## src/hw/psr_pkg.sv

```systemverilog
package psr_pkg;
  localparam int PA_W = 8;
  localparam int PB_W = 6;
  localparam int PIN_W = PA_W + PB_W;

  // Register byte addresses on the APB
  localparam logic [7:0] A_PA_DAT = 8'h00;
  localparam logic [7:0] A_PA_DIR = 8'h04;
  localparam logic [7:0] A_PA_WAKE = 8'h08;
  localparam logic [7:0] A_PB_DAT = 8'h0c;
  localparam logic [7:0] A_PB_DIR = 8'h10;
  localparam logic [7:0] A_PA_FSEL = 8'h14;
  localparam logic [7:0] A_PB_FSEL = 8'h18;
  localparam logic [7:0] A_REMAP = 8'h1c;
  localparam logic [7:0] A_RST_CTRL = 8'h20;

  // Reset values
  localparam logic [7:0] PORT_RST = 8'hff;
  localparam logic [7:0] CLR_RST = 8'h00;
  localparam logic [7:0] RST_CTRL_RST = 8'h00;
  localparam logic [7:0] RST_CTRL_KEY = 8'h55;

  // Implemented-bit masks per variant
  localparam logic [7:0] PA_FSEL_MASK_W = 8'he0;
  localparam logic [7:0] PA_FSEL_MASK_S = 8'h55;
  localparam logic [7:0] PB_FSEL_MASK = 8'h3e;
  localparam logic [7:0] REMAP_MASK_W = 8'hfb;
  localparam logic [7:0] REMAP_MASK_S = 8'h33;
  localparam logic [7:0] PB_MASK = 8'h3f;

  // Remap field positions
  localparam int RM_T1CK_LSB = 6;
  localparam int RM_T0CK = 5;
  localparam int RM_T0CAP = 4;
  localparam int RM_T1CAP = 3;
  localparam int RM_IRQ_LSB = 0;

  // Select bit positions: two-timer port A, single-timer port A, port B
  localparam int SW_A7 = 7;
  localparam int SW_A6 = 6;
  localparam int SW_A4 = 5;
  localparam int SS_A5 = 6;
  localparam int SS_A2 = 4;
  localparam int SS_A1 = 2;
  localparam int SS_A0 = 0;
  localparam int B5 = 5;
  localparam int B4 = 4;
  localparam int B3 = 3;
  localparam int B2 = 2;
  localparam int B1 = 1;
  // Pin positions on port A
  localparam int A7 = 7;
  localparam int A6 = 6;
  localparam int A5 = 5;
  localparam int A4 = 4;
  localparam int A2 = 2;
  localparam int A1 = 1;
  localparam int A0 = 0;

  // Source pin tables, index into {port B, port A}
  typedef logic [3:0] psr_pin_t;
  localparam psr_pin_t T1CK_SRC [4] = '{4'h4, 4'h6, 4'h7, 4'h9};
  localparam psr_pin_t IRQ_SRC_W [4] = '{4'h3, 4'h2, 4'h4, 4'h5};
  localparam psr_pin_t IRQ_SRC_S [4] = '{4'h5, 4'h2, 4'h3, 4'h7};
  localparam psr_pin_t T0CK_SRC_W [2] = '{4'h3, 4'h2};
  localparam psr_pin_t T0CK_SRC_S [2] = '{4'h7, 4'h6};
  localparam psr_pin_t T0CAP_SRC [2] = '{4'h6, 4'h0};
  localparam psr_pin_t T1CAP_SRC [2] = '{4'h5, 4'h8};

  typedef struct packed {
    logic psel;
    logic penable;
    logic pwrite;
    logic [7:0] paddr;
    logic [31:0] pwdata;
  } psr_apb_req_t;

  typedef struct packed {
    logic [31:0] prdata;
    logic pready;
    logic pslverr;
  } psr_apb_rsp_t;

  typedef struct packed {
    logic pwm;
    logic pwm_inv;
  } psr_tmr_out_t;

  typedef struct packed {
    logic t0_clk;
    logic t0_cap;
    logic t1_clk;
    logic t1_cap;
    logic ext_irq;
  } psr_route_t;
endpackage : psr_pkg

```

## src/hw/psr_pin_mux.sv

```systemverilog
`timescale 1ns/1ps
// Summary of operation
// - Two-timer: port A select 7 drives timer0 inverted output, only when key is 55H.
// - Two-timer: port A select 6 puts timer0 primary output on pin A6.
// - Two-timer: port A select 5 puts timer0 primary output on pin A4.
// - Two-timer: port A select bits 4..0 read zero, writes ignored.
// - Port B selects 5..2 drive timer1 outputs: 5,3 primary, 4,2 inverted.
// - Port B select 1 drives timer0 inverted; bits 7,6,0 read zero.
// - Single-timer: timer0 clock from A7 at 0, from A6 at 1.
// - Timer0 capture from A6 at 0, from A0 at 1.
// - Single-timer: interrupt source A5, A2, A3, A7 for codes 00..11.
// - Two-timer: timer1 clock from A4, A6, A7, B1 for codes 00..11.
// - Two-timer: timer0 clock from A3 at 0, from A2 at 1.
// - Two-timer: timer1 capture from A5 at 0, from B0 at 1.
// - Two-timer: interrupt source A3, A2, A4, A5; remap bit 2 reads zero.
// - Single-timer remap bits 7,6,3,2 read zero; selects clear at reset.
// - Data latches and direction bits reset to one; pins start as inputs.
// - A pin turned output without a data write drives high.
// - Bit set and clear are whole-byte read, modify, write back.
// - While asleep, falling edge on wake-enabled port A pin wakes device.
// - Direction 1 reads pin level; direction 0 drives and reads the latch.
// - Port A wake enables arm per pin and clear at reset.
module psr_pin_mux #(
  parameter bit TWO_TMR = 1'b1
) (
  input wire logic clk_in,
  input wire logic rst_n_in,
  input wire psr_pkg::psr_apb_req_t apb_req_in,
  output psr_pkg::psr_apb_rsp_t apb_rsp_out,
  input wire logic [psr_pkg::PA_W-1:0] pa_pin_in,
  output logic [psr_pkg::PA_W-1:0] pa_pin_out,
  output logic [psr_pkg::PA_W-1:0] pa_pin_oe_out,
  input wire logic [psr_pkg::PB_W-1:0] pb_pin_in,
  output logic [psr_pkg::PB_W-1:0] pb_pin_out,
  output logic [psr_pkg::PB_W-1:0] pb_pin_oe_out,
  input wire psr_pkg::psr_tmr_out_t timer0_in,
  input wire psr_pkg::psr_tmr_out_t timer1_in,
  output psr_pkg::psr_route_t route_out,
  input wire logic sleep_in,
  output logic wake_out
);
  localparam logic [7:0] FSEL_MASK = TWO_TMR ? psr_pkg::PA_FSEL_MASK_W : psr_pkg::PA_FSEL_MASK_S;
  localparam logic [7:0] PBSEL_MASK = TWO_TMR ? psr_pkg::PB_FSEL_MASK : '0;
  localparam logic [7:0] REMAP_MASK = TWO_TMR ? psr_pkg::REMAP_MASK_W : psr_pkg::REMAP_MASK_S;
  localparam logic [7:0] PB_EXIST = TWO_TMR ? psr_pkg::PB_MASK : '0;

  // Pick one pin level out of the combined port vector
  function automatic logic pin_pick(input logic [psr_pkg::PIN_W-1:0] lv, input psr_pkg::psr_pin_t idx);
    pin_pick = lv[idx];
  endfunction : pin_pick

  logic [7:0] pa_dat_r;
  logic [7:0] pa_dir_r;
  logic [7:0] pa_wake_r;
  logic [7:0] pb_dat_r;
  logic [7:0] pb_dir_r;
  logic [7:0] pa_fsel_r;
  logic [7:0] pb_fsel_r;
  logic [7:0] remap_r;
  logic [7:0] rst_ctrl_r;
  logic [psr_pkg::PIN_W-1:0] s1_r;
  logic [psr_pkg::PIN_W-1:0] s2_r;
  logic [psr_pkg::PIN_W-1:0] s3_r;
  logic [psr_pkg::PIN_W-1:0] lvl_r;
  logic [psr_pkg::PA_W-1:0] pa_prev_r;
  psr_pkg::psr_apb_rsp_t rsp_r;
  psr_pkg::psr_route_t route_r;
  logic [7:0] pa_o_r;
  logic [7:0] pa_oe_r;
  logic [7:0] pb_o_r;
  logic [7:0] pb_oe_r;
  logic wake_r;
  logic wr_en;
  logic setup;
  logic [7:0] rd_val;
  logic rd_hit;
  logic [7:0] pa_lvl;
  logic [7:0] pb_lvl;
  logic [7:0] pa_tsel;
  logic [7:0] pa_tval;
  logic [7:0] pb_tsel;
  logic [7:0] pb_tval;
  logic key_ok;
  logic [7:0] pa_fall;

  assign setup = apb_req_in.psel & ~apb_req_in.penable;
  // Access edge: request held since setup, answer already offered
  assign wr_en = apb_req_in.psel & apb_req_in.penable & apb_req_in.pwrite & rsp_r.pready;
  assign pa_lvl = lvl_r[psr_pkg::PA_W-1:0];
  assign pb_lvl = {2'b00, lvl_r[psr_pkg::PIN_W-1:psr_pkg::PA_W]} & PB_EXIST;
  assign key_ok = (rst_ctrl_r == psr_pkg::RST_CTRL_KEY);
  assign pa_fall = pa_prev_r & ~pa_lvl;

  // Pin synchroniser: three stages, a change counts once stages two and three agree
  always_ff @(posedge clk_in or negedge rst_n_in) begin
    if (!rst_n_in) begin
      s1_r <= '1;
      s2_r <= '1;
      s3_r <= '1;
      lvl_r <= '1;
    end else begin
      s1_r <= {pb_pin_in, pa_pin_in};
      s2_r <= s1_r;
      s3_r <= s2_r;
      lvl_r <= (~(s2_r ^ s3_r) & s3_r) | ((s2_r ^ s3_r) & lvl_r);
    end
  end

  // Port data, direction and wake registers; unimplemented bits are never stored
  always_ff @(posedge clk_in or negedge rst_n_in) begin
    if (!rst_n_in) begin
      pa_dat_r <= psr_pkg::PORT_RST;
      pa_dir_r <= psr_pkg::PORT_RST;
      pb_dat_r <= psr_pkg::PORT_RST & PB_EXIST;
      pb_dir_r <= psr_pkg::PORT_RST & PB_EXIST;
      pa_wake_r <= psr_pkg::CLR_RST;
    end else if (wr_en) begin
      case (apb_req_in.paddr)
        psr_pkg::A_PA_DAT: pa_dat_r <= apb_req_in.pwdata[7:0];
        psr_pkg::A_PA_DIR: pa_dir_r <= apb_req_in.pwdata[7:0];
        psr_pkg::A_PA_WAKE: pa_wake_r <= apb_req_in.pwdata[7:0];
        psr_pkg::A_PB_DAT: pb_dat_r <= apb_req_in.pwdata[7:0] & PB_EXIST;
        psr_pkg::A_PB_DIR: pb_dir_r <= apb_req_in.pwdata[7:0] & PB_EXIST;
        default: ;
      endcase
    end
  end

  // Function select, remap and reset-control key registers
  always_ff @(posedge clk_in or negedge rst_n_in) begin
    if (!rst_n_in) begin
      pa_fsel_r <= psr_pkg::CLR_RST;
      pb_fsel_r <= psr_pkg::CLR_RST;
      remap_r <= psr_pkg::CLR_RST;
      rst_ctrl_r <= psr_pkg::RST_CTRL_RST;
    end else if (wr_en) begin
      case (apb_req_in.paddr)
        psr_pkg::A_PA_FSEL: pa_fsel_r <= apb_req_in.pwdata[7:0] & FSEL_MASK;
        psr_pkg::A_PB_FSEL: pb_fsel_r <= apb_req_in.pwdata[7:0] & PBSEL_MASK;
        psr_pkg::A_REMAP: remap_r <= apb_req_in.pwdata[7:0] & REMAP_MASK;
        psr_pkg::A_RST_CTRL: rst_ctrl_r <= apb_req_in.pwdata[7:0];
        default: ;
      endcase
    end
  end

  // Read mux; an output pin reads its latch so bit set/clear never copies pin loading back
  always_comb begin
    rd_hit = 1'b1;
    case (apb_req_in.paddr)
      psr_pkg::A_PA_DAT: rd_val = (pa_dir_r & pa_lvl) | (~pa_dir_r & pa_dat_r);
      psr_pkg::A_PA_DIR: rd_val = pa_dir_r;
      psr_pkg::A_PA_WAKE: rd_val = pa_wake_r;
      psr_pkg::A_PB_DAT: rd_val = (pb_dir_r & pb_lvl) | (~pb_dir_r & pb_dat_r);
      psr_pkg::A_PB_DIR: rd_val = pb_dir_r;
      psr_pkg::A_PA_FSEL: rd_val = pa_fsel_r;
      psr_pkg::A_PB_FSEL: rd_val = pb_fsel_r;
      psr_pkg::A_REMAP: rd_val = remap_r;
      psr_pkg::A_RST_CTRL: rd_val = rst_ctrl_r;
      default: begin
        rd_val = '0;
        rd_hit = 1'b0;
      end
    endcase
  end

  // APB answer: ready in the first access cycle, data captured at setup
  always_ff @(posedge clk_in or negedge rst_n_in) begin
    if (!rst_n_in) begin
      rsp_r <= '0;
    end else begin
      rsp_r.pready <= setup;
      if (setup) begin
        rsp_r.prdata <= {24'h000000, rd_val};
        rsp_r.pslverr <= ~rd_hit;
      end
    end
  end

  // Which pins carry a timer output, and which output
  always_comb begin
    pa_tsel = '0;
    pa_tval = '0;
    pb_tsel = '0;
    pb_tval = '0;
    if (TWO_TMR) begin
      pa_tsel[psr_pkg::A7] = pa_fsel_r[psr_pkg::SW_A7] & key_ok;
      pa_tval[psr_pkg::A7] = timer0_in.pwm_inv;
      pa_tsel[psr_pkg::A6] = pa_fsel_r[psr_pkg::SW_A6];
      pa_tval[psr_pkg::A6] = timer0_in.pwm;
      pa_tsel[psr_pkg::A4] = pa_fsel_r[psr_pkg::SW_A4];
      pa_tval[psr_pkg::A4] = timer0_in.pwm;
      pb_tsel = pb_fsel_r;
      pb_tval[psr_pkg::B5] = timer1_in.pwm;
      pb_tval[psr_pkg::B4] = timer1_in.pwm_inv;
      pb_tval[psr_pkg::B3] = timer1_in.pwm;
      pb_tval[psr_pkg::B2] = timer1_in.pwm_inv;
      pb_tval[psr_pkg::B1] = timer0_in.pwm_inv;
    end else begin
      pa_tsel[psr_pkg::A5] = pa_fsel_r[psr_pkg::SS_A5];
      pa_tval[psr_pkg::A5] = timer0_in.pwm_inv;
      pa_tsel[psr_pkg::A2] = pa_fsel_r[psr_pkg::SS_A2];
      pa_tval[psr_pkg::A2] = timer0_in.pwm;
      pa_tsel[psr_pkg::A1] = pa_fsel_r[psr_pkg::SS_A1];
      pa_tval[psr_pkg::A1] = timer0_in.pwm_inv;
      pa_tsel[psr_pkg::A0] = pa_fsel_r[psr_pkg::SS_A0];
      pa_tval[psr_pkg::A0] = timer0_in.pwm;
    end
  end

  // Pin drivers: timer output replaces the latch; a timer pin is always driven
  always_ff @(posedge clk_in or negedge rst_n_in) begin
    if (!rst_n_in) begin
      pa_o_r <= '0;
      pa_oe_r <= '0;
      pb_o_r <= '0;
      pb_oe_r <= '0;
    end else begin
      pa_o_r <= (pa_tsel & pa_tval) | (~pa_tsel & pa_dat_r);
      pa_oe_r <= pa_tsel | ~pa_dir_r;
      pb_o_r <= ((pb_tsel & pb_tval) | (~pb_tsel & pb_dat_r)) & PB_EXIST;
      pb_oe_r <= (pb_tsel | ~pb_dir_r) & PB_EXIST;
    end
  end

  // Remapped timer and interrupt inputs, each taken from its one chosen pin, except timer1 clock and capture, held low in single-timer
  always_ff @(posedge clk_in or negedge rst_n_in) begin
    if (!rst_n_in) begin
      route_r <= '0;
    end else begin
      route_r.t0_cap <= pin_pick(lvl_r, psr_pkg::T0CAP_SRC[remap_r[psr_pkg::RM_T0CAP]]);
      if (TWO_TMR) begin
        route_r.t0_clk <= pin_pick(lvl_r, psr_pkg::T0CK_SRC_W[remap_r[psr_pkg::RM_T0CK]]);
        route_r.t1_clk <= pin_pick(lvl_r, psr_pkg::T1CK_SRC[remap_r[psr_pkg::RM_T1CK_LSB +: 2]]);
        route_r.t1_cap <= pin_pick(lvl_r, psr_pkg::T1CAP_SRC[remap_r[psr_pkg::RM_T1CAP]]);
        route_r.ext_irq <= pin_pick(lvl_r, psr_pkg::IRQ_SRC_W[remap_r[psr_pkg::RM_IRQ_LSB +: 2]]);
      end else begin
        route_r.t0_clk <= pin_pick(lvl_r, psr_pkg::T0CK_SRC_S[remap_r[psr_pkg::RM_T0CK]]);
        route_r.t1_clk <= 1'b0;
        route_r.t1_cap <= 1'b0;
        route_r.ext_irq <= pin_pick(lvl_r, psr_pkg::IRQ_SRC_S[remap_r[psr_pkg::RM_IRQ_LSB +: 2]]);
      end
    end
  end

  // Wake pulse on a filtered falling edge; filtering keeps pin glitches from waking
  always_ff @(posedge clk_in or negedge rst_n_in) begin
    if (!rst_n_in) begin
      pa_prev_r <= '1;
      wake_r <= 1'b0;
    end else begin
      pa_prev_r <= pa_lvl;
      wake_r <= sleep_in & |(pa_fall & pa_wake_r);
    end
  end

  assign apb_rsp_out = rsp_r;
  assign pa_pin_out = pa_o_r;
  assign pa_pin_oe_out = pa_oe_r;
  assign pb_pin_out = pb_o_r[psr_pkg::PB_W-1:0];
  assign pb_pin_oe_out = pb_oe_r[psr_pkg::PB_W-1:0];
  assign route_out = route_r;
  assign wake_out = wake_r;
endmodule : psr_pin_mux

```

## config.mk

```make
export PLATFORM = sky130hd
export DESIGN_NAME = psr_pin_mux
export DESIGN_NICKNAME = d
export VERILOG_FILES = /design/src/hw/psr_pkg.sv /design/src/hw/psr_pin_mux.sv
export SDC_FILE = /design/constraint.sdc
export NUM_CORES = 1
export LEC_CHECK = 0
export ABC_AREA = 1
export BUFFER_PORTS_ARGS = -buffer_cell sky130_fd_sc_hd__buf_2
export CAP_MARGIN = 20
export CORE_MARGIN = 1.5
export CORE_UTILIZATION = 39
export CTS_CLUSTER_DIAMETER = 60
export DETAILED_ROUTE_END_ITERATION = 8
export GPL_TIMING_DRIVEN = 0
export SYNTH_ARGS = -nofsm -noshare
export SYNTH_HDL_FRONTEND = slang
export SYNTH_SLANG_ARGS = --single-unit
```

## constraint.sdc

```tcl
create_clock -name clk_in -period 1.7 [get_ports clk_in]
set_input_delay 0.17 -clock clk_in [delete_from_list [all_inputs] [get_ports clk_in]]
set_output_delay 0.17 -clock clk_in [all_outputs]
set_load 0.02 [all_outputs]
```

==> results.md <==
* Final setup fails at 0
* Die ar. at 0.01864 sq mm
* Largest net degree at the start of global routing at 107
* R2R Setup Slk at 0.27 ns
* Antenna cell count at 0
* Nets at 890
* First-pass GRT wire length at 24.93 mm
* Max-slew headroom at 62.69%
* Tcrit/Tclk final at 84.35%
* Actual slew at the worst max-slew pin at 0.5591 ns
* Hold Path Class: in -> reg
* Critical path class: reg -> reg
* Leak Pwr at 0.003935 uW
* Reg2Reg Depth at 8
* Drt first pass iters at 4
* Final core occ at 49.82%
* Clk pin slew, worst setup/hold paths at 0.06 ns
* Fin Hold WS at 0.07121 ns
* Per-cell routed wire length at 14.73 um
* Post-route ant nets at 0
* WHS Path Cells at 3
* Site Rows at 48
* Asr flop ratio synth at 100.0%
* DRC viols at 0
* CTS resizes at 0
* Num CTS Buffers at 17
* CP Cell Sequence: inv_1 -> o21ai_0 -> nand2_1 -> nand2_1 -> nor2_1 -> nand3_1 -> nand2_1 -> nand2_1
* Vias in the first global route at 4708
* Pwr dens at 1060 mW/mm^2
* Root Buffer: clkbuf_16
* Placed cell count at 1010
* Syn avg cell area at 10.25 sq um
* Layout cell share with drive strength beyond 1 at 36.20%
* Area delta synth->final at 24.39%
* RePlAce Congestion at 0.8607
* Fill cell total of the finished layout at 1618
* Yosys cell types at 32
* Clk sink count at 167
* Via density per instance at 4.585
* Crit path time final at 1.434 ns
* Status: complete, no violations
* Vias at 4869
* Drt initial violations at 348
* Hpwl dp at 11.13 mm
* Post-Syn Area at 0.006952 sq mm
* RSZ-0062 raised after global routing: false
* Max_cap viols at 0
* Total gr overflow at 0
* Mapped Cells at 678
* Critical path's most frequent cell: nand2_1
* Max stage delay on crit path at 0.55 ns
* Fmax achieved at 697.4 MHz
* Final Max Tran Viols at 0
* CP Launch Type: flip-flop
* Critical-path top delay cell: dfstp_2
* Top FF cell, synth: dfstp_2
* TritonCTS clock tree: built
* Initial antenna violation count at 0
* Ys Warns at 0
* Worst Path Max Fanout at 5
* Hold Violations, Final at 0
* Fin Clk Skew at 0.006366 ns
* Final WL at 15.64 mm
* Core area at 0.01736 sq mm
* Fin Setup TNS at 0 ns
* Clock H-tree levels at 4
* Cell area after layout at 0.008647 sq mm
* Max IR drop VDD at 0.7121 mV
* Number of synthesized flops with an enable pin at 0
* Boundary pin count at 132
* Chip width at 136.5 um
* Arrival time of the worst setup path at 1.81 ns
* Clk_lat worst skew at 0.43 ns
* Register bit total from synthesis at 167
* Initial core utilization at 40.05%
* Placed Area at 0.007772 sq mm
* Final cell count without fillers at 1062
* Req. time, crit path at 2.07 ns
* Longest Clk Path Bufs at 2
* GR Util All Layers at 18.15%
* PortBufs at 83
* Register area share after synthesis at 61.77%
* CP Capture Type: flip-flop
* Die Ht at 136.5 um
## flip-flops by register name, indices dropped and copies added (netlist names), named ones only
signal,flops
rst_ctrl_r,8
pa_fsel_r,3
s1_r,14
pa_pin_oe_out,8
pa_wake_r,8
pb_fsel_r,5
s3_r,14
pa_dat_r,8
pb_dat_r,6
pb_oe_r,6
pb_dir_r,6
pa_pin_out,8
pa_prev_r,8
s2_r,14
route_out,5
apb_rsp_out,10
remap_r,7
wake_out,1
pa_dir_r,8
pb_o_r,6
## cell families after synthesis
family	synth area share, %
AO/OA/AOI/OAI	9.899
adder cells (fa/ha/maj)	2.376
buffers and inverters	7.127
flip-flops	61.77
multiplexers	0.1620
other	0.05394
AND/OR/NAND/NOR	18.61
## power breakdown
group	internal (uW)	switching (uW)	total [uW]
clock network	2770	1610	4390
logic	177	329	505
registers	4190	85.1	4280
## cells in the final DEF, fill, tap and decap left out, types with 14 or more instances in the layout
master	n
buf_2	85
buf_4	24
clkbuf_16	17
conb_1	24
dfrtp_1	75
dfstp_2	92
dlygate4sd3_1	20
inv_1	59
maj3_1	14
nand2_1	208
nand3_1	26
nor2_1	26
o21ai_0	41
o21ai_1	16
o21ai_2	36
## final timing paths
path                                   to            from
max                        apb_rsp_out[7]       flip-flop
min                        apb_rsp_out[1]  apb_req_in[41]
min in group asynchronous        wake_out        rst_n_in
min reg2reg                      s2_r[11]        s1_r[11]
max in group asynchronous     pa_dir_r[7]        rst_n_in
max reg2reg                apb_rsp_out[7]       flip-flop
## per-stage QoR
stage               total power [uW]  worst slack, ns
floorplan                       4561           0.3567
global placement                4799           -2.067
detailed placement              4818           0.2175
CTS                             9266           0.2566
global route                    9497           0.1115
finish                          9166           0.2660
## synthesized netlist by cell type (all sizes together), types with 2 or more instances
| library cell | number | area, sq um |
|---|---|---|
| nand3 | 29 | 167.7 |
| maj3 | 14 | 140.1 |
| dfrtp | 75 | 1877 |
| o211ai | 3 | 22.52 |
| a21oi | 7 | 35.03 |
| dfstp | 92 | 2417 |
| nor2 | 39 | 227.7 |
| nor3 | 4 | 20.02 |
| nand4 | 2 | 12.51 |
| o21ai | 93 | 600.6 |
| buf | 33 | 262.7 |
| nand2 | 216 | 850.8 |
| inv | 61 | 229.0 |
| o2111a | 2 | 22.52 |
| nand3b | 2 | 15.01 |
| ha | 2 | 25.02 |
## worst max-delay path, delay by kind of cell (launching register included)
family	cells	cell delay (ns)
DFF	1	0.55
and+or+nand+nor	6	0.42
AOI/OAI and AO/OA	1	0.27
buffers and inverters	1	0.13
## per-layer routing
layer | GRT usage, % | vias to the layer above | wire, um
li1 | - | 2422 | -
met1 | 25.02 | 2270 | 7374
met2 | 27.44 | 140 | 7067
met3 | 4.148 | 37 | 704
met4 | 7.920 | 0 | 496
met5 | 0 | - | 0
## timing repair
action                    in CTS  in global routing
hold endpoints to repair      81                  0
hold buffers                  20                  0
setup buffers                  0                  0
## layout make-up
class	instances	area, sq um	area share, %
Clock inverter	14	245.2	2.836
Inverter	62	232.7	2.691
Sequential cell	167	4294	49.66
Clock buffer	18	429.2	4.963
Tap cell	225	281.5	3.256
Multi-Input combinational cell	439	2248	26.00
Buffer	33	262.8	3.039
Timing Repair Buffer	104	653.1	7.553
Power figures use the tool's default switching activity.
